[src/rtl/usb_lp_pkg.sv]
package usb_lp_pkg;

    // Clock and suspend timing
    localparam int CLK_FREQ_HZ = 40_000_000;
    localparam int IDLE_TIME_US = 3000;
    localparam int IDLE_CYCLES = IDLE_TIME_US * (CLK_FREQ_HZ / 1_000_000);

    // Register byte addresses
    localparam logic [7:0] ADDR_CTRL = 8'h00;
    localparam logic [7:0] ADDR_STATUS = 8'h04;
    localparam logic [7:0] ADDR_INT_STAT = 8'h08;
    localparam logic [7:0] ADDR_INT_CLR = 8'h0C;
    localparam logic [7:0] ADDR_INT_EN = 8'h10;

    // Fields of transceiver_regulator_control
    localparam int CTRL_BUS_TRANSCEIVER_EN_BIT = 0;
    localparam int CTRL_STOPC_AVAIL_BIT = 1;
    localparam int CTRL_ONCHIP_3V3_REGULATOR_EN_BIT = 2;
    localparam int CTRL_RES_FLAG_BIT = 4;
    localparam int CTRL_RES_EN_BIT = 5;
    localparam int CTRL_PULLUP_BIT = 6;
    localparam int CTRL_MOD_RESET_BIT = 7;

    // Fields of the status register
    localparam int STAT_SUSPEND_BIT = 0;
    localparam int STAT_K_BIT = 1;
    localparam int STAT_MODE_LSB = 2;
    localparam int STAT_FUNC_BIT = 5;

    // Event bits, shared by status, clear and enable
    localparam int EVT_WIDTH = 2;
    localparam int EVT_SUSPEND_BIT = 0;
    localparam int EVT_RESUME_BIT = 1;

    // Reset values
    localparam logic [EVT_WIDTH-1:0] EVT_RESET = 2'h0;

    // Bus responses
    localparam logic [1:0] RESP_OKAY = 2'h0;
    localparam logic [1:0] RESP_SLVERR = 2'h2;

    // Chip power mode, Gray coded along run, wait, stops
    typedef enum logic [2:0] {
        PM_RUN = 3'h0,
        PM_WAIT = 3'h1,
        PM_STOP_A = 3'h3,
        PM_STOP_B = 3'h2,
        PM_STOP_C = 3'h6
    } power_mode_t;

endpackage : usb_lp_pkg

[src/rtl/usb_line_monitor.sv]
`timescale 1ns/10ps
`default_nettype none
module usb_line_monitor #(
    parameter int IDLE_CYCLES = usb_lp_pkg::IDLE_CYCLES
) (
    // Clock and reset
    input wire logic i_clk,
    input wire logic i_reset_n,
    // Bus pins, asynchronous
    input wire logic i_dp_pin,
    input wire logic i_dm_pin,
    // Controller functional
    input wire logic i_active,
    // Line state
    output logic o_k_state,
    output logic o_suspended
);
    localparam int CW = $clog2(IDLE_CYCLES + 1);
    localparam logic [CW-1:0] LAST = CW'(IDLE_CYCLES - 1);

    logic [1:0] meta_q;
    logic [1:0] sync_q;
    logic [CW-1:0] cnt_q, cnt_d;
    logic susp_q, susp_d;
    logic idle_j;

    // Bit 1 is D+, bit 0 is D-; full-speed idle is J
    assign idle_j = (sync_q == 2'b10);
    assign o_k_state = (sync_q == 2'b01);
    assign o_suspended = susp_q;

    always_comb begin
        cnt_d = cnt_q;
        susp_d = susp_q;
        if (!i_active) begin
            // Flag held while halted so a stop mode keeps suspend
            cnt_d = '0;
        end else if (!idle_j) begin
            cnt_d = '0;
            susp_d = 1'b0;
        end else if (cnt_q == LAST) begin
            susp_d = 1'b1; // see RULE4
        end else begin
            cnt_d = cnt_q + CW'(1);
        end
    end

    always_ff @(posedge i_clk) begin
        if (!i_reset_n) begin
            meta_q <= 2'b00;
            sync_q <= 2'b00;
            cnt_q <= '0;
            susp_q <= 1'b0;
        end else begin
            meta_q <= {i_dp_pin, i_dm_pin};
            sync_q <= meta_q;
            cnt_q <= cnt_d;
            susp_q <= susp_d;
        end
    end

    chk_idle_flag : assert property (@(posedge i_clk) disable iff (!i_reset_n) // see RULE4
        $rose(susp_q) |-> $past(cnt_q) == LAST && $past(idle_j) && $past(i_active))
        else $error("suspend flag set without full idle time");

    chk_idle_break : assert property (@(posedge i_clk) disable iff (!i_reset_n) // see RULE4
        i_active && !idle_j |=> !susp_q && cnt_q == '0)
        else $error("suspend flag kept through bus activity");
endmodule : usb_line_monitor
`default_nettype wire

[src/rtl/usb_resume_wake.sv]
`timescale 1ns/10ps
`default_nettype none
module usb_resume_wake (
    // Clock and reset
    input wire logic i_clk,
    input wire logic i_reset_n,
    // Conditions
    input wire logic i_resume_enable,
    input wire logic i_in_stop_c,
    input wire logic i_suspended,
    input wire logic i_k_state,
    // Flag and wake
    output logic o_resume_flag,
    output logic o_async_wake
);
    logic flag_q, flag_d;

    always_comb begin
        flag_d = flag_q;
        if (!i_resume_enable) begin
            flag_d = 1'b0; // see RULE7
        end else if (i_in_stop_c && i_suspended && i_k_state) begin
            flag_d = 1'b1; // see RULE5 see RULE10
        end
    end

    always_ff @(posedge i_clk) begin
        if (!i_reset_n) begin
            flag_q <= 1'b0;
        end else begin
            flag_q <= flag_d;
        end
    end

    assign o_resume_flag = flag_q;
    // Wake is a level so the halted clock tree needs no edge to see it
    assign o_async_wake = flag_q; // see RULE6

    chk_flag_cause : assert property (@(posedge i_clk) disable iff (!i_reset_n) // see RULE10
        $rose(flag_q) |-> $past(i_resume_enable) && $past(i_in_stop_c)
            && $past(i_suspended) && $past(i_k_state))
        else $error("resume flag set without all conditions");

    chk_flag_set : assert property (@(posedge i_clk) disable iff (!i_reset_n) // see RULE5
        i_resume_enable && i_in_stop_c && i_suspended && i_k_state |=> flag_q && o_async_wake)
        else $error("resume K-state missed");

    chk_flag_clear : assert property (@(posedge i_clk) disable iff (!i_reset_n) // see RULE7
        !i_resume_enable |=> !flag_q ##1 !o_async_wake || i_resume_enable)
        else $error("resume flag not cleared with enable");
endmodule : usb_resume_wake
`default_nettype wire

[src/rtl/usb_suspend_resume_control.sv]
// What this block does
// RULE1 - Firmware turns off the regulator and transceiver before stop mode A, where nothing works.
// RULE2 - Firmware turns off the regulator and transceiver before stop mode B, where nothing works.
// RULE3 - The controller can optionally stay working in stop mode C to serve USB suspend.
// RULE4 - The suspend idle flag sets after the bus has stayed idle for 3 ms.
// RULE5 - With resume enable set, a K-state on the bus sets the low-power resume flag.
// RULE6 - The resume flag raises an asynchronous wake that restarts the processor and clocks.
// RULE7 - Firmware clears resume enable after waking, and that clears the resume flag.
// RULE8 - In wait mode the controller keeps working exactly as in run mode.
// RULE9 - Firmware sets resume enable only after suspend is flagged and before stop mode C.
// RULE10 - The resume flag sets only with enable set, stop mode C, suspend and a K-state together.
// RULE11 - The data pins float after reset until firmware enables the transceiver.
//
// Added by the designer: the AXI4-Lite interface to the registers and the placing of the registers.
`timescale 1ns/10ps
`default_nettype none
module usb_suspend_resume_control #(
    parameter int IDLE_CYCLES = usb_lp_pkg::IDLE_CYCLES
) (
    // Clock and reset
    input wire logic i_clk,
    input wire logic i_reset_n,
    // AXI4-Lite write address
    input wire logic i_awvalid,
    output logic o_awready,
    input wire logic [7:0] i_awaddr,
    // AXI4-Lite write data
    input wire logic i_wvalid,
    output logic o_wready,
    input wire logic [31:0] i_wdata,
    input wire logic [3:0] i_wstrb,
    // AXI4-Lite write response
    output logic o_bvalid,
    input wire logic i_bready,
    output logic [1:0] o_bresp,
    // AXI4-Lite read address
    input wire logic i_arvalid,
    output logic o_arready,
    input wire logic [7:0] i_araddr,
    // AXI4-Lite read data
    output logic o_rvalid,
    input wire logic i_rready,
    output logic [31:0] o_rdata,
    output logic [1:0] o_rresp,
    // Chip power mode
    input wire logic [2:0] i_power_mode,
    // Packet engine drive request
    input wire logic i_tx_oe,
    input wire logic i_tx_dp,
    input wire logic i_tx_dm,
    // Bus pins
    input wire logic i_dp_pin,
    input wire logic i_dm_pin,
    output logic o_dp_out,
    output logic o_dp_oe,
    output logic o_dm_out,
    output logic o_dm_oe,
    // Analog controls
    output logic o_bus_transceiver_en,
    output logic o_onchip_3v3_regulator_en,
    output logic o_pullup_en,
    // Wake and interrupt
    output logic o_usb_functional,
    output logic o_async_wake,
    output logic o_irq
);
    // Register decode, shared by the read and write paths
    function automatic logic addr_known(input logic [7:0] addr);
        addr_known = (addr == usb_lp_pkg::ADDR_CTRL) || (addr == usb_lp_pkg::ADDR_STATUS)
            || (addr == usb_lp_pkg::ADDR_INT_STAT) || (addr == usb_lp_pkg::ADDR_INT_CLR)
            || (addr == usb_lp_pkg::ADDR_INT_EN);
    endfunction : addr_known

    usb_lp_pkg::power_mode_t mode;
    logic in_stop_c;
    logic functional;
    logic k_state;
    logic suspended;
    logic resume_flag;

    // Control bits
    logic bus_transceiver_en_q, bus_transceiver_en_d;
    logic onchip_3v3_regulator_en_q, onchip_3v3_regulator_en_d;
    logic stopc_avail_q, stopc_avail_d;
    logic res_en_q, res_en_d;
    logic pullup_q, pullup_d;

    // Events and interrupt
    logic [usb_lp_pkg::EVT_WIDTH-1:0] int_stat_q, int_stat_d;
    logic [usb_lp_pkg::EVT_WIDTH-1:0] int_en_q, int_en_d;
    logic [usb_lp_pkg::EVT_WIDTH-1:0] evt_set;
    logic [usb_lp_pkg::EVT_WIDTH-1:0] evt_clr;
    logic susp_prev_q;
    logic flag_prev_q;
    logic irq_q, irq_d;

    // Bus slave state
    logic aw_have_q, aw_have_d;
    logic [7:0] aw_addr_q, aw_addr_d;
    logic w_have_q, w_have_d;
    logic [31:0] w_data_q, w_data_d;
    logic [3:0] w_strb_q, w_strb_d;
    logic bvalid_q, bvalid_d;
    logic [1:0] bresp_q, bresp_d;
    logic rvalid_q, rvalid_d;
    logic [31:0] rdata_q, rdata_d;
    logic [1:0] rresp_q, rresp_d;
    logic do_write;
    logic [7:0] wr_addr;
    logic [31:0] wr_data;
    logic [3:0] wr_strb;

    // Pin drivers
    logic dp_out_q, dp_out_d;
    logic dm_out_q, dm_out_d;
    logic oe_q, oe_d;

    assign mode = usb_lp_pkg::power_mode_t'(i_power_mode);
    assign in_stop_c = (mode == usb_lp_pkg::PM_STOP_C);

    // Stop A and B halt the controller, not the register interface; firmware has powered the analog parts down first
    always_comb begin
        case (mode)
            usb_lp_pkg::PM_RUN: functional = 1'b1;
            usb_lp_pkg::PM_WAIT: functional = 1'b1; // see RULE8
            usb_lp_pkg::PM_STOP_A: functional = 1'b0; // see RULE1
            usb_lp_pkg::PM_STOP_B: functional = 1'b0; // see RULE2
            usb_lp_pkg::PM_STOP_C: functional = stopc_avail_q; // see RULE3
            default: functional = 1'b0;
        endcase
    end

    usb_line_monitor #(
        .IDLE_CYCLES(IDLE_CYCLES)
    ) u_line_monitor (
        .i_clk(i_clk),
        .i_reset_n(i_reset_n),
        .i_dp_pin(i_dp_pin),
        .i_dm_pin(i_dm_pin),
        .i_active(functional),
        .o_k_state(k_state),
        .o_suspended(suspended)
    );

    usb_resume_wake u_resume_wake (
        .i_clk(i_clk),
        .i_reset_n(i_reset_n),
        .i_resume_enable(res_en_q),
        .i_in_stop_c(in_stop_c),
        .i_suspended(suspended),
        .i_k_state(k_state),
        .o_resume_flag(resume_flag),
        .o_async_wake(o_async_wake)
    );

    // Bus slave: address and data may arrive in either order
    assign o_awready = !aw_have_q && !bvalid_q;
    assign o_wready = !w_have_q && !bvalid_q;
    assign o_arready = !rvalid_q;
    assign wr_addr = aw_have_q ? aw_addr_q : i_awaddr;
    assign wr_data = w_have_q ? w_data_q : i_wdata;
    assign wr_strb = w_have_q ? w_strb_q : i_wstrb;
    assign do_write = (aw_have_q || (i_awvalid && o_awready))
        && (w_have_q || (i_wvalid && o_wready)) && !bvalid_q;

    always_comb begin
        aw_have_d = aw_have_q;
        aw_addr_d = aw_addr_q;
        w_have_d = w_have_q;
        w_data_d = w_data_q;
        w_strb_d = w_strb_q;
        bvalid_d = bvalid_q;
        bresp_d = bresp_q;
        if (bvalid_q && i_bready) begin
            bvalid_d = 1'b0;
        end
        if (do_write) begin
            aw_have_d = 1'b0;
            w_have_d = 1'b0;
            bvalid_d = 1'b1;
            bresp_d = addr_known(wr_addr) ? usb_lp_pkg::RESP_OKAY : usb_lp_pkg::RESP_SLVERR;
        end else begin
            if (i_awvalid && o_awready) begin
                aw_have_d = 1'b1;
                aw_addr_d = i_awaddr;
            end
            if (i_wvalid && o_wready) begin
                w_have_d = 1'b1;
                w_data_d = i_wdata;
                w_strb_d = i_wstrb;
            end
        end
    end

    always_comb begin
        rvalid_d = rvalid_q;
        rdata_d = rdata_q;
        rresp_d = rresp_q;
        if (rvalid_q && i_rready) begin
            rvalid_d = 1'b0;
        end
        if (i_arvalid && o_arready) begin
            rvalid_d = 1'b1;
            rdata_d = 32'h0000_0000;
            rresp_d = addr_known(i_araddr) ? usb_lp_pkg::RESP_OKAY : usb_lp_pkg::RESP_SLVERR;
            case (i_araddr)
                usb_lp_pkg::ADDR_CTRL: begin
                    rdata_d[usb_lp_pkg::CTRL_BUS_TRANSCEIVER_EN_BIT] = bus_transceiver_en_q;
                    rdata_d[usb_lp_pkg::CTRL_STOPC_AVAIL_BIT] = stopc_avail_q;
                    rdata_d[usb_lp_pkg::CTRL_ONCHIP_3V3_REGULATOR_EN_BIT] = onchip_3v3_regulator_en_q;
                    rdata_d[usb_lp_pkg::CTRL_RES_FLAG_BIT] = resume_flag;
                    rdata_d[usb_lp_pkg::CTRL_RES_EN_BIT] = res_en_q;
                    rdata_d[usb_lp_pkg::CTRL_PULLUP_BIT] = pullup_q;
                end
                usb_lp_pkg::ADDR_STATUS: begin
                    rdata_d[usb_lp_pkg::STAT_SUSPEND_BIT] = suspended;
                    rdata_d[usb_lp_pkg::STAT_K_BIT] = k_state;
                    rdata_d[usb_lp_pkg::STAT_MODE_LSB +: 3] = i_power_mode;
                    rdata_d[usb_lp_pkg::STAT_FUNC_BIT] = functional;
                end
                usb_lp_pkg::ADDR_INT_STAT: rdata_d[usb_lp_pkg::EVT_WIDTH-1:0] = int_stat_q;
                usb_lp_pkg::ADDR_INT_EN: rdata_d[usb_lp_pkg::EVT_WIDTH-1:0] = int_en_q;
                default: rdata_d = 32'h0000_0000;
            endcase
        end
    end

    // Control register writes; only byte lane 0 carries fields
    always_comb begin
        bus_transceiver_en_d = bus_transceiver_en_q;
        onchip_3v3_regulator_en_d = onchip_3v3_regulator_en_q;
        stopc_avail_d = stopc_avail_q;
        res_en_d = res_en_q;
        pullup_d = pullup_q;
        int_en_d = int_en_q;
        evt_clr = '0;
        if (do_write && wr_strb[0]) begin
            case (wr_addr)
                usb_lp_pkg::ADDR_CTRL: begin
                    if (wr_data[usb_lp_pkg::CTRL_MOD_RESET_BIT]) begin
                        // Module reset drops the analog enables; firmware restarts them
                        bus_transceiver_en_d = 1'b0;
                        onchip_3v3_regulator_en_d = 1'b0;
                        stopc_avail_d = 1'b0;
                        res_en_d = 1'b0;
                        pullup_d = 1'b0;
                    end else begin
                        bus_transceiver_en_d = wr_data[usb_lp_pkg::CTRL_BUS_TRANSCEIVER_EN_BIT];
                        onchip_3v3_regulator_en_d = wr_data[usb_lp_pkg::CTRL_ONCHIP_3V3_REGULATOR_EN_BIT];
                        stopc_avail_d = wr_data[usb_lp_pkg::CTRL_STOPC_AVAIL_BIT];
                        res_en_d = wr_data[usb_lp_pkg::CTRL_RES_EN_BIT];
                        pullup_d = wr_data[usb_lp_pkg::CTRL_PULLUP_BIT];
                    end
                end
                usb_lp_pkg::ADDR_INT_CLR: evt_clr = wr_data[usb_lp_pkg::EVT_WIDTH-1:0];
                usb_lp_pkg::ADDR_INT_EN: int_en_d = wr_data[usb_lp_pkg::EVT_WIDTH-1:0];
                default: int_en_d = int_en_q;
            endcase
        end
    end

    // Sticky events; a set in the clearing cycle wins
    assign evt_set[usb_lp_pkg::EVT_SUSPEND_BIT] = suspended && !susp_prev_q;
    assign evt_set[usb_lp_pkg::EVT_RESUME_BIT] = resume_flag && !flag_prev_q;

    always_comb begin
        int_stat_d = (int_stat_q & ~evt_clr) | evt_set;
        irq_d = |(int_stat_d & int_en_d);
    end

    // Pins float until the transceiver is enabled and the controller works
    always_comb begin
        oe_d = bus_transceiver_en_q && functional && i_tx_oe; // see RULE11
        dp_out_d = oe_d && i_tx_dp;
        dm_out_d = oe_d && i_tx_dm;
    end

    always_ff @(posedge i_clk) begin
        if (!i_reset_n) begin
            aw_have_q <= 1'b0;
            aw_addr_q <= 8'h00;
            w_have_q <= 1'b0;
            w_data_q <= 32'h0000_0000;
            w_strb_q <= 4'h0;
            bvalid_q <= 1'b0;
            bresp_q <= usb_lp_pkg::RESP_OKAY;
            rvalid_q <= 1'b0;
            rdata_q <= 32'h0000_0000;
            rresp_q <= usb_lp_pkg::RESP_OKAY;
            bus_transceiver_en_q <= 1'b0;
            onchip_3v3_regulator_en_q <= 1'b0;
            stopc_avail_q <= 1'b0;
            res_en_q <= 1'b0;
            pullup_q <= 1'b0;
            int_stat_q <= usb_lp_pkg::EVT_RESET;
            int_en_q <= usb_lp_pkg::EVT_RESET;
            susp_prev_q <= 1'b0;
            flag_prev_q <= 1'b0;
            irq_q <= 1'b0;
            oe_q <= 1'b0;
            dp_out_q <= 1'b0;
            dm_out_q <= 1'b0;
        end else begin
            aw_have_q <= aw_have_d;
            aw_addr_q <= aw_addr_d;
            w_have_q <= w_have_d;
            w_data_q <= w_data_d;
            w_strb_q <= w_strb_d;
            bvalid_q <= bvalid_d;
            bresp_q <= bresp_d;
            rvalid_q <= rvalid_d;
            rdata_q <= rdata_d;
            rresp_q <= rresp_d;
            bus_transceiver_en_q <= bus_transceiver_en_d;
            onchip_3v3_regulator_en_q <= onchip_3v3_regulator_en_d;
            stopc_avail_q <= stopc_avail_d;
            res_en_q <= res_en_d;
            pullup_q <= pullup_d;
            int_stat_q <= int_stat_d;
            int_en_q <= int_en_d;
            susp_prev_q <= suspended;
            flag_prev_q <= resume_flag;
            irq_q <= irq_d;
            oe_q <= oe_d;
            dp_out_q <= dp_out_d;
            dm_out_q <= dm_out_d;
        end
    end

    assign o_bvalid = bvalid_q;
    assign o_bresp = bresp_q;
    assign o_rvalid = rvalid_q;
    assign o_rdata = rdata_q;
    assign o_rresp = rresp_q;
    assign o_dp_out = dp_out_q;
    assign o_dm_out = dm_out_q;
    assign o_dp_oe = oe_q;
    assign o_dm_oe = oe_q;
    assign o_bus_transceiver_en = bus_transceiver_en_q;
    assign o_onchip_3v3_regulator_en = onchip_3v3_regulator_en_q;
    assign o_pullup_en = pullup_q;
    assign o_usb_functional = functional;
    assign o_irq = irq_q;

    chk_pins_float : assert property (@(posedge i_clk) disable iff (!i_reset_n) // see RULE11
        !bus_transceiver_en_q |=> !o_dp_oe && !o_dm_oe)
        else $error("data pins driven with transceiver off");

    chk_wait_works : assert property (@(posedge i_clk) disable iff (!i_reset_n) // see RULE8
        mode == usb_lp_pkg::PM_WAIT |-> o_usb_functional)
        else $error("controller halted in wait mode");

    chk_stopc_avail : assert property (@(posedge i_clk) disable iff (!i_reset_n) // see RULE3
        in_stop_c |-> o_usb_functional == stopc_avail_q)
        else $error("stop mode C availability ignored");

    chk_wake_irq : assert property (@(posedge i_clk) disable iff (!i_reset_n) // see RULE6
        $rose(resume_flag) && int_en_q[usb_lp_pkg::EVT_RESUME_BIT] |=> o_irq && o_async_wake)
        else $error("resume did not raise wake and interrupt");
endmodule : usb_suspend_resume_control
`default_nettype wire

[config.mk]
export PLATFORM = sky130hd
export DESIGN_NAME = usb_suspend_resume_control
export DESIGN_NICKNAME = d
export VERILOG_FILES = /design/src/rtl/usb_lp_pkg.sv /design/src/rtl/usb_line_monitor.sv /design/src/rtl/usb_resume_wake.sv /design/src/rtl/usb_suspend_resume_control.sv
export SDC_FILE = /design/constraint.sdc
export NUM_CORES = 1
export LEC_CHECK = 0
export ABC_AREA = 0
export BUFFER_PORTS_ARGS = -buffer_cell sky130_fd_sc_hd__buf_2
export CAP_MARGIN = 20
export CELL_PAD_IN_SITES_DETAIL_PLACEMENT = 1
export CELL_PAD_IN_SITES_GLOBAL_PLACEMENT = 2
export CORE_UTILIZATION = 32
export CTS_BUF_LIST = sky130_fd_sc_hd__clkbuf_8
export CTS_CLUSTER_SIZE = 24
export DETAILED_ROUTE_END_ITERATION = 6
export GPL_TIMING_DRIVEN = 0
export PLACE_DENSITY = 0.92
export SLEW_MARGIN = 20
export SYNTH_ARGS = -nofsm -noshare
export SYNTH_HDL_FRONTEND = slang
export SYNTH_HIERARCHICAL = 1
export SYNTH_SLANG_ARGS = --single-unit
[constraint.sdc]
create_clock -name i_clk -period 5.9 [get_ports i_clk]
set_clock_uncertainty 0.15 [all_clocks]
set_input_delay 0.59 -clock i_clk [delete_from_list [all_inputs] [get_ports i_clk]]
set_output_delay 0.59 -clock i_clk [all_outputs]
set_load 0.05 [all_outputs]
==> results of run 1 <==
[metrics by stage]
step           power, mW  setup WS [ns]  hold WS [ns]
3_3_place_gp      0.6497          3.628        0.2686
4_1_cts            1.042          3.668        0.2838
3_5_place_dp      0.6544          3.539        0.2773
2_1_floorplan     0.6140          3.384        0.2618
6_report           1.026          3.655        0.2880
5_1_grt            1.076          3.533        0.2831
[path summary, 6_finish.rpt]
kind,from,end,slack [ns],cells after the start
min reg2reg,u_line_monitor/meta_q[0],u_line_monitor/sync_q[0],0.29,1
max reg2reg,aw_have_q,o_pullup_en,3.71,5
max,i_power_mode[1],o_usb_functional,3.65,5
min,u_line_monitor/meta_q[0],u_line_monitor/sync_q[0],0.29,1
[final cells by class]
type / instances / area share, %
multi-input combinational: 263 / 42.92
sequential: 66 / 32.63
timing repair buffer: 60 / 7.417
buffer: 40 / 6.860
tap: 133 / 4.110
clock buffer: 11 / 3.739
clock inverter: 5 / 1.298
inverter: 11 / 1.020
[per-layer routing]
layer  part of all wire (%)  up-vias  GRT usage (%)
met5                      0        -              0
met4                   0.98        0          5.309
met3                    3.4        7          4.704
met2                     54       43          28.72
met1                     41     1271          16.13
li1                       -     1371              -
[state kept, by name, indices dropped and copies added (netlist names), 2 cells and up]
register	cells
u_line_monitor/meta_q	2
o_rdata	7
aw_addr_q	8
int_en_q	2
u_line_monitor/sync_q	2
int_stat_q	2
u_line_monitor/cnt_q	17
w_data_q	6
[synthesized netlist by cell type (3+ instances only)]
master | instances | area (um2)
sky130_fd_sc_hd__or3_1 | 3 | 18.77
sky130_fd_sc_hd__nor3_1 | 8 | 40.04
sky130_fd_sc_hd__a221oi_1 | 3 | 26.28
sky130_fd_sc_hd__nand2b_1 | 3 | 18.77
sky130_fd_sc_hd__mux2i_1 | 33 | 330.3
sky130_fd_sc_hd__a21oi_1 | 6 | 30.03
sky130_fd_sc_hd__nor2b_1 | 25 | 156.4
sky130_fd_sc_hd__inv_1 | 11 | 41.29
sky130_fd_sc_hd__nor3b_1 | 4 | 30.03
sky130_fd_sc_hd__o21ai_0 | 9 | 45.04
sky130_fd_sc_hd__nand3_1 | 13 | 65.06
sky130_fd_sc_hd__o21ai_1 | 3 | 15.01
sky130_fd_sc_hd__nor4b_1 | 3 | 26.28
sky130_fd_sc_hd__nor2_1 | 30 | 112.6
sky130_fd_sc_hd__xnor2_1 | 6 | 52.55
sky130_fd_sc_hd__dfxtp_1 | 66 | 1321
sky130_fd_sc_hd__a31oi_1 | 4 | 25.02
sky130_fd_sc_hd__clkbuf_1 | 8 | 30.03
sky130_fd_sc_hd__nand2_1 | 25 | 93.84
sky130_fd_sc_hd__buf_4 | 30 | 225.2
sky130_fd_sc_hd__nor4_2 | 3 | 37.54
sky130_fd_sc_hd__and2_1 | 10 | 62.56
[logic make-up after synthesis]
| kind of cell | Yosys count |
|---|---|
| compound gates | 41 |
| mux | 35 |
| other cells | 1 |
| simple gates | 151 |
| flops | 66 |
| buf+inv | 51 |
| fa+ha+maj | 2 |
| xor+xnor | 7 |
[report_power, final]
| part | leakage [nW] | internal (mW) | total [mW] | switching [mW] |
|---|---|---|---|---|
| Clock | 0.105 | 0.216 | 0.383 | 0.167 |
| Sequential | 0.536 | 0.458 | 0.466 | 0.00872 |
| Combinational | 1.16 | 0.0605 | 0.177 | 0.117 |
| Total | 1.80 | 0.734 | 1.03 | 0.292 |
==> run summary, run 1 <==
Input and output buffers added on the ports amount to 60. The most prevalent standard cell on the critical path is sky130_fd_sc_hd__buf_2. Setup repair after global routing left no endpoint under its margin. The worst-case vdd ir drop is 130.5 uV, and the global router's overall resource usage is 15.30%. The first-pass GRT wire length came out at 12.21 mm. The total count of hold-check failures in the final report is 0.

The estimated wirelength of the detail-placed design is 6.193 mm, and the area of the core is 0.009864 mm2. Global routing finished with a remaining overflow of 0. The initialized floorplan defines 36 standard-cell rows. For this run, the slowest stage of the critical path takes 0.35 ns.

The first routing iteration left 65 violations. Static timing analysis puts the maximum clock frequency at 445.4 MHz. At the worst endpoint, the required time is 5.16 ns. The maximum fanout encountered on the critical timing path was 6. Synthesis produced a netlist whose cell count is 354. The clock passes through at most 2 buffers.

During I/O placement, the number of pins put on the boundary was 118. The number of enable-type register cells in the synthesized netlist works out to 0. The critical path in this run is classified as in -> out. After clock tree synthesis, the repair step resized 0 gates.

The final-report max-slew violation count was 0. The sequential element share of the synthesized area is 40.27%. The synthesized netlist devotes 8.848% of its cell area to compound gates. In the finished design, the share of the clock period the worst path needs comes to 38.05%. The logs give 0.001321 mm2 for the register area and 41.05% for the core occupancy in the finished layout.

The most used flip-flop cell after synthesis is sky130_fd_sc_hd__dfxtp_1. For this run, asynchronously set or reset flops after synthesis account for 0%. STA classifies the critical path startpoint as a primary input.

The synthesized area is 0.003281 mm2. The final cell count without fillers was 589; the horizontal die dimension was 103.3 um. The share of post-route cells with drive strength above 1 works out to 28.07%. In this run, post-CTS hold repair placed 0 buffers. The run gives 0.01066 mm2 as the die area. For the pin with the worst max-slew slack, the measured transition is 0.7512 ns. Counting the fill cells in the layout gives 1,210.

For the max-capacitance violation count, the log shows 0. TritonCTS built the clock tree. The endpoint kind of the worst setup timing path was an output port. The flow ran to the end, and the final reports show no timing, DRC or antenna violations. The run gives 519 as the number of nets in the layout.

Entering global routing, the biggest net connects 13 pins. The die is 103.3 um tall. Via count of the first global-routing pass: 2,696. Each instance of the synthesized netlist takes up on average 9.267 um2.

In this run the clock root is driven by a sky130_fd_sc_hd__clkbuf_8. For the total placed instance area, the log shows 0.003845 mm2. The smallest clock period supported by the final layout is computed as 2.245 ns. Setup violations remaining at the end of the flow were counted as 0.

Leading cell type in the layout, fill and taps excluded: sky130_fd_sc_hd__dfxtp_1. In this run the static leakage power is 1.798 nW. Dividing the detail-routed wire length by the instance count gives 12.95 um. At the later pin of the worst-skew pair, clock insertion delay measures 0.34 ns. The initial antenna violation count was 0. In the routed layout, each cell is associated on average with a via count of 4.570. The buffer count from post-CTS setup fixing is 0, and the clock-pin slew of the registers on the worst-case setup and hold paths is 0.07 ns. The synthesized-area fraction occupied by xor and xnor cells came out at 1.869%. The final antenna diode count came out at 0.

The signal on the critical path passes through buf_2 > nand2_1 > nor2_1 > o2bb2ai_1 > buf_2. STA puts the critical path data arrival time at 1.51 ns. The number of placed instances, taps included, is 573. The final estimated routing congestion in global placement is 0.7971. The sum of buffers and inverters on the critical path is 2, and the area share of fa/ha/maj cells after synthesis is 0.6865%.

Broken down by cell family, the worst path's largest delay share belongs to buffers and inverters. After routing, the total negative slack on setup checks comes to 0 ns. Number of DRC violations after detailed routing: 0.

The area growth from synthesis to layout is 23.42%. In this run, synthesis produced a sequential element count of 66. The class of the worst hold path was reg -> reg. The H-tree generated during clock tree synthesis spans 3 levels. The tools report the number of warning messages in the yosys log as 6. Summed over all layers, the routed wires come to 7.628 mm. Measured against the total synthesized area, the mux share comes to 10.83%. CTS saw 66 sinks.

The initial core utilization is 33.26%. After routing the design area is 0.004049 mm2. Combined area of the multi-input logic cells: 0.001738 mm2. The post-synthesis share of cell area spent on and, or, nand and nor gates was 27.65%. The cell with the biggest individual delay on the critical path was sky130_fd_sc_hd__buf_2. The power density over the cells is 253.5 mW/mm2, and the unique cell type count in the Yosys netlist is 59. The tools report the first-pass iteration count of the detailed router as 4.

Leaving out fill and tap cells, the most frequent cells in the layout are sky130_fd_sc_hd__dfxtp_1, sky130_fd_sc_hd__buf_2, sky130_fd_sc_hd__mux2i_1. In this run the tightest slew margin relative to its limit is 49.21%. For the clock buffer count from CTS, the log shows 9.

The routed layout has 2,692 vias. By area, the combinational part of the netlist is dominated by simple AND/OR/NAND/NOR gates. For the final antenna-violating net count, the log shows 0.
(Power assumes the default switching activity.)
==> inputs of run 2 (changes only) <==
Settings changed: CORE_UTILIZATION 32 to 30, PLACE_DENSITY 0.92 to 0.88.
Clock period 5.9 ns to 2.1 ns, I/O delays scaled along.
==> run 2 against run 1 <==
Sequential cell count stayed put. Wire length is 7.2% higher. Combinational power grew to 3.0 times the previous value. Die area is 6.5% higher. Hold slack worse by 0.27 ns. Via count is 3.6% higher. Worst setup slack worse by 3.5 ns. Cell area is 7.9% higher. Final cell count is 3.6% higher. Utilization is 0.72 points higher. Sequential power grew to 2.8 times the previous value. Count of clock-buffer cells in the layout is 2 lower. Critical endpoint is now o_irq. Largest power group is now the clock network.
==> run summary, run 2 (synthesis gave the netlist of run 1 again) <==
The tools report the number of nets in the layout as 537 (+3.5%). The register name with the most flops is u_line_monitor/cnt_q. For the clock latency reported for the late side of the worst-skew pair, the log shows 0.34 ns (about the same).

The register area came out at 0.001323 mm2 (about the same). The run gives 0 (unchanged) as the setup violation total in the final timing report. For the clock sink count, the log shows 66 (unchanged). The first-pass GRT wire length was 13.52 mm (+11%); the worst-margin pin slew was 0.7506 ns (-0.0006106 ns). Combined area of the multi-input logic cells: 0.001768 mm2 (+1.7%). Maximum fanout encountered on the critical timing path: 3 (-3). The met1 demand-to-capacity share in global routing is 16.11% (about the same), and the worst-case vdd ir drop is 361.8 uV (+180%). The arrival time of the worst setup path is 2.04 ns (+0.53 ns), and the power share of the sequential group is 37.4% (-8.0 points). Leaving out fill and tap cells, the most frequent cells in the layout are sky130_fd_sc_hd__dfxtp_1, sky130_fd_sc_hd__buf_2, sky130_fd_sc_hd__mux2i_1. In this run the most critical hold path is launched from i_power_mode[1]. Worst slew margin relative to its limit: 49.26% (about the same). The run gives 0.13 ns (-3.58 ns) as the slack of the worst reg-to-reg path. For the number of core rows, the log shows 37 (+2.8%).

The level count of the clock H-tree is 3 (unchanged). The flow ran to the end, and the final reports show no timing, DRC or antenna violations. The final-report max-slew violation count was 0 (unchanged); the number of DRC markers in iteration 0 was 98 (+51%). The leading cell type in the layout, fill and taps excluded is sky130_fd_sc_hd__dfxtp_1. The first-pass iteration count of the detailed router was 4 (unchanged); the final worst-path cycle share was 93.94%. For the fraction of met2 tracks used by global routing, the log shows 29.31% (+0.59 points).

The worst setup path is of the reg -> reg kind. The run gives 1.940 nW (+7.9%) as the leakage power of the design. The accumulated negative setup slack is 0 ns (unchanged).

For the final estimated routing congestion in global placement, the log shows 0.7638 (-4.2%). The run gives 0 (unchanged) as the total congestion overflow after global routing. The area of the core was 0.01046 mm2 (+6.1%). The initial antenna violation count came out at 0 (unchanged). The worst hold slack was 0.01712 ns (-0.2708 ns). For the die area, the log shows 0.01136 mm2 (+6.5%).

For the estimated wirelength of the detail-placed design, the log shows 6.197 mm (about the same). For the instance count after placement with tap cells included, the log shows 576 (+0.52%). For hold timing, the worst endpoint is o_rdata[3]. The run gives 2.17 ns (-2.99 ns) as the required time at the worst-slack endpoint. The global router's overall resource usage is 15.27% (-0.031 points), and the number of flip-flops in the largest register is 17 (unchanged).

The switching part of the total power works out to 24.88% (-3.6 points). The number of top-level pins came out at 118 (unchanged). Maximum number of pins on one net before global-route repair: 13 (unchanged). The via density per instance was 4.574 (about the same).

For the finished layout, the period the worst path requires is 1.973 ns. For the clock tree buffer depth, the log shows 2 (unchanged). The final antenna diode count is 0 (unchanged), and the clock network fraction of total power is 47.3% (+10 points). The height of the chip works out to 106.6 um (+3.2%). The share of post-route cells with drive strength above 1 was 28.27% (+0.20 points). Part of the power in combinational logic: 15.3% (-2.0 points).

The count of input and output buffers came out at 60 (unchanged). TritonCTS built the clock tree. The number of cell instances on the worst register-to-register path was 6 (+1); the via count of the first global-routing pass was 2,878 (+6.8%). For the total number of vias, the log shows 2,790 (+3.6%). The max-capacitance violation count was 0 (unchanged); the total count of hold-check failures in the final report was 0 (unchanged).

The area growth from synthesis to layout is 33.18%. The fill cell instance count of the final layout is 1,254 (+3.6%), and the final routed wire length divided by cell count is 13.40 um (+3.5%). The depth of the worst hold-timing path is 3 (+2). The tools report the total wire length after detailed routing as 8.176 mm (+7.2%). The clock-pin slew of the registers on the worst-case setup and hold paths is 0.07 ns (about the same).

Upper clock frequency limit: 506.9 MHz. STA classifies the critical path startpoint as a register. The final antenna-violating net count is 0 (unchanged).

The endpoint identified for the worst register-to-register timing path is o_irq. The power density over the cells was 801.9 mW/mm2 (+220%). Class of the worst hold path: in -> reg. The final cell count without fillers came out at 610 (+3.6%). Initial core utilization: 31.36% (-1.9 points).

The clock buffer count from CTS was 9 (unchanged). The power spent charging and discharging nets was 0.8718 mW (+200%); the horizontal die dimension was 106.6 um (+3.2%). The cell-internal power is 2.632 mW (+260%).

The tools report the start of the worst register-to-register path as w_have_q. The met3 layer usage reported by global route came out at 3.708% (-1.0 points). The tree is rooted in a sky130_fd_sc_hd__clkbuf_8. The run gives 0 (unchanged) as the number of DRC violations after detailed routing.

The peak-usage layer in the global routing report is met2. The worst setup path is captured at a register.
-- run 2: cell types whose count changed in the layout (fill, tap and decap cells not counted), sizes merged --
cell	before	now
buf	92	95
bufinv	1	6
dlygate4sd3	0	15
clkinvlp	1	0
clkbuf	19	17
clkinv	3	1
-- run 2: metal layers --
metal | part of all wire [%] | vias to the layer above
met1 | 41 | 1331
met5 | 0 | -
met3 | 3.3 | 7
met4 | 0.93 | 0
met2 | 55 | 48
li1 | - | 1404
-- run 2: worst max-delay path: stages (launching register included) --
cell                      delay (ns)
sky130_fd_sc_hd__dfxtp_1        0.37
sky130_fd_sc_hd__buf_6          0.12
sky130_fd_sc_hd__o22ai_2        0.07
sky130_fd_sc_hd__or3_4          0.41
sky130_fd_sc_hd__nor4_4         0.32
sky130_fd_sc_hd__mux2i_1        0.29
sky130_fd_sc_hd__o22ai_1        0.11
-- run 2: stage by stage --
step | total power [mW] | worst slack (ns) | cell area, um2 | utilization [%]
floorplan | 1.725 | 0.1850 | 3385 | -
global placement | 1.828 | -0.05017 | 3855 | 36.85
detailed placement | 1.841 | -0.1175 | 3855 | 36.85
CTS | 3.540 | 0.01462 | 4340 | 41.49
global route | 3.647 | -0.003854 | 4369 | 41.76
finish | 3.504 | 0.1273 | 4369 | 41.76
-- run 2: layout make-up --
type	count	share of cell area, %
timing repair buffer	78	10.91
tap	136	3.895
sequential	66	30.27
multi-input combinational	263	40.46
clock inverter	7	4.324
inverter	11	0.9450
clock buffer	9	2.835
buffer	40	6.357
-- run 2: what timing repair did --
action	4_1_cts	5_1_grt
hold endpoints to repair	14	0
pin swaps	1	1
hold buffers	15	0
gates resized for setup	2	3
endpoints found under the setup margin	8	7
setup buffers	1	2
-- run 2: how the worst max path moves through the flow --
stage	start	end	cells past startpoint
after floorplan	o_bvalid	o_bus_transceiver_en	4
after global routing	w_have_q	o_irq	6
after CTS	aw_have_q	o_irq	6
final	w_have_q	o_irq	6
after detailed placement	aw_have_q	stopc_avail_q	5
after global placement	aw_have_q	stopc_avail_q	5
-- run 2: power groups by stage --
stage | Sequential, mW | Combinational [mW] | Clock [mW]
2_1_floorplan | 1.37 | 0.354 | 0
3_3_place_gp | 1.34 | 0.492 | 0
3_5_place_dp | 1.34 | 0.502 | 0
4_1_cts | 1.31 | 0.530 | 1.70
5_1_grt | 1.31 | 0.575 | 1.76
6_report | 1.31 | 0.536 | 1.66
==> inputs of run 3 (changes only) <==
Settings changed: CAP_MARGIN 20 to default, MAX_ROUTING_LAYER from default to met4.
==> run 3 against run 2 <==
Utilization unchanged. Critical endpoint unchanged. Count of clock-buffer cells in the layout unchanged. Fmax about the same. Worst setup slack about the same. Combinational power about the same. Sequential power about the same. Sequential cell count unchanged. Cell area unchanged. Total power about the same. Die area unchanged. Final cell count unchanged. Via count down 0.32%.
==> run summary, run 3 (synthesis gave the netlist of run 1 again) <==
The power density over the cells came out at 801.9 mW/mm2 (about the same). Post-layout instance area: 0.004369 mm2 (unchanged). The switching part of the total power was 24.88% (about the same); the clock tree buffer depth was 2 (unchanged).

The library cell used most frequently in the layout, excluding fill and tap cells, is sky130_fd_sc_hd__dfxtp_1. The share of post-route cells with drive strength above 1 was 28.27% (unchanged). The clock-pin slew of the registers on the worst-case setup and hold paths is 0.07 ns (about the same), and the total congestion overflow after global routing is 0 (unchanged). The total number of vias came out at 2,781 (-0.32%). The tools report the level count of the clock H-tree as 3 (unchanged). In the layout the commonest cells are sky130_fd_sc_hd__dfxtp_1, sky130_fd_sc_hd__buf_2, sky130_fd_sc_hd__mux2i_1. Final antenna diode count: 0 (unchanged).

The die area is 0.01136 mm2 (unchanged), and the final routed wire length divided by cell count is 13.36 um (-0.29%). The total wire length after detailed routing is 8.152 mm (-0.29%), and the initial core utilization is 31.36% (unchanged). The logs give 0.01290 ns (-0.004214 ns) for the worst hold slack and 13.50 mm (-0.10%) for the first-pass GRT wire length.

Max-capacitance violation count: 0 (unchanged). The cell sitting at the root of the clock tree is a sky130_fd_sc_hd__clkbuf_8. For the global router's overall resource usage, the log shows 15.65% (+0.39 points).

The final estimated routing congestion in global placement was 0.7739 (+1.3%). The accumulated negative setup slack is 0 ns (unchanged). The tools report the first-pass iteration count of the detailed router as 4 (unchanged). For the pre-CTS setup slack, the log shows -0.1175 ns (unchanged). The sum of buffers and inverters on the critical path was 1 (unchanged); the total count of hold-check failures in the final report was 0 (unchanged).

The number of nets in the layout came out at 537 (unchanged). The critical path goes through buf_6 > o22ai_2 > or3_4 > nor4_4 > mux2i_1 > o22ai_1. Layout-stage area growth over the synthesis result: 33.18% (unchanged). The maximum fanout encountered on the critical timing path is 3 (unchanged), and the time the worst path needs with I/O delays and setup is 1.973 ns (+0.0004900 ns).

The tools report the power spent charging and discharging nets as 0.8718 mW (about the same). The clock buffer count from CTS was 9 (unchanged). Initial antenna violation count: 0 (unchanged). The logs give 3.161% (-0.55 points) for the met3 layer usage reported by global route and 0 (unchanged) for the final antenna-violating net count.

The estimated wirelength of the detail-placed design was 6.197 mm (unchanged). The number of DRC markers in iteration 0 came out at 91 (-7.1%). The via density per instance works out to 4.559 (-0.32%). The cell with the biggest individual delay on the critical path was sky130_fd_sc_hd__or3_4. For the maximum number of pins on one net before global-route repair, the log shows 13 (unchanged). TritonCTS built the clock tree. The flow ran to the end, and the final reports show no timing, DRC or antenna violations. The worst setup path category is reg -> reg.

The count of input and output buffers is 60 (unchanged). The logs give 0.01046 mm2 (unchanged) for the area of the core and 361.8 uV (about the same) for the worst-case vdd ir drop. The layer flagged by global routing as most heavily used is met2.

The number of flip-flops in the largest register came out at 17 (unchanged). The total placed instance area was 0.003855 mm2 (unchanged); the critical path's largest stage delay was 0.41 ns (about the same). The logs give 506.8 MHz (about the same) for the upper clock frequency limit and 29.31% (unchanged) for the fraction of met2 tracks used by global routing. Horizontal die dimension: 106.6 um (unchanged). The final worst-path cycle share came out at 93.96% (about the same).

For the setup violation total in the final timing report, the log shows 0 (unchanged). The run gives 15.3% (about the same) as the part of the power in combinational logic. The run gives 0 (unchanged) as the final-report max-slew violation count. The tightest min-delay check is of the in -> reg type. The run gives 66 (unchanged) as the clock sink count. Worst slew margin relative to its limit: 48.16% (-1.1 points).

The worst-margin pin slew is 0.7668 ns (+0.01616 ns), and the arrival time of the worst setup path is 2.05 ns (about the same). The power share of the sequential group was 37.4% (about the same); the required time at the worst-slack endpoint was 2.17 ns (about the same). The worst setup slack after layout is 0.1269 ns (-0.0004900 ns), and the clock network fraction of total power is 47.3% (about the same). The worst setup path is launched from a register. The leakage power of the design came out at 1.940 nW (unchanged).

The clock latency reported for the late side of the worst-skew pair was 0.35 ns (about the same); the via count of the first global-routing pass was 2,885 (+0.24%). The met1 demand-to-capacity share in global routing was 16.11% (unchanged). On the critical path the largest part of the delay comes from simple AND/OR/NAND/NOR gates. Number of DRC violations after detailed routing: 0 (unchanged). The number of top-level pins is 118 (unchanged), and the number of core rows is 37 (unchanged). The register name with the most flops was u_line_monitor/cnt_q. For the cell-internal power, the log shows 2.632 mW (about the same).

The tools report the endpoint kind of the worst setup timing path as a register. The height of the chip is 106.6 um (unchanged).
==> run 3: final timing paths <==
path	depth (start not counted)	endpoint	slack (ns)	from
min reg2reg	1	u_line_monitor/sync_q[0]	0.29	u_line_monitor/meta_q[0]
max	6	o_irq	0.13	w_have_q
max reg2reg	6	o_irq	0.13	w_have_q
min	3	o_rdata[3]	0.01	i_power_mode[1]
==> run 3: layout make-up <==
type,count,area [um2]
Buffer,40,277.8
Sequential cell,66,1323
Timing Repair Buffer,78,476.7
Fill cell,1254,6093
Tap cell,136,170.2
Inverter,11,41.29
Clock buffer,9,123.9
Clock inverter,7,188.9
Multi-Input combinational cell,263,1768
==> run 3: per-layer routing <==
layer  routed length (um)  vias to the layer above
met2                 4474                       47
met1                 3302                     1323
li1                     -                     1402
met4                  120                        0
met3                  255                        9
met5                    0                        -
==> run 3: repair_timing <==
item / CTS / global route
resized for setup: 2 / 3
hold buffers: 15 / 0
setup endpoints to repair: 8 / 7
pin swaps: 1 / 1
hold endpoints to repair: 14 / 0
setup buffers: 1 / 2
cloned: 0 / 0
==> run 3: power by group through the flow <==
stage                     registers, mW  clock network, mW  logic (mW)
after floorplan                    1.37                  0       0.354
after global placement             1.34                  0       0.492
after detailed placement           1.34                  0       0.502
after CTS                          1.31               1.70       0.530
after global routing               1.31               1.75       0.575
final                              1.31               1.66       0.535
==> run 3: through the flow <==
step / total power [mW] / utilization [%] / cells
2_1_floorplan: 1.725 / - / 380
3_3_place_gp: 1.828 / 36.85 / 576
3_5_place_dp: 1.841 / 36.85 / 576
4_1_cts: 3.540 / 41.49 / 608
5_1_grt: 3.643 / 41.76 / 610
6_report: 3.504 / 41.76 / 610
==> run 3: tightest hold or removal path: stages <==
cell and delay, ns:
sky130_fd_sc_hd__buf_2 0.12, sky130_fd_sc_hd__nand3_1 0.06, sky130_fd_sc_hd__a21boi_1 0.06
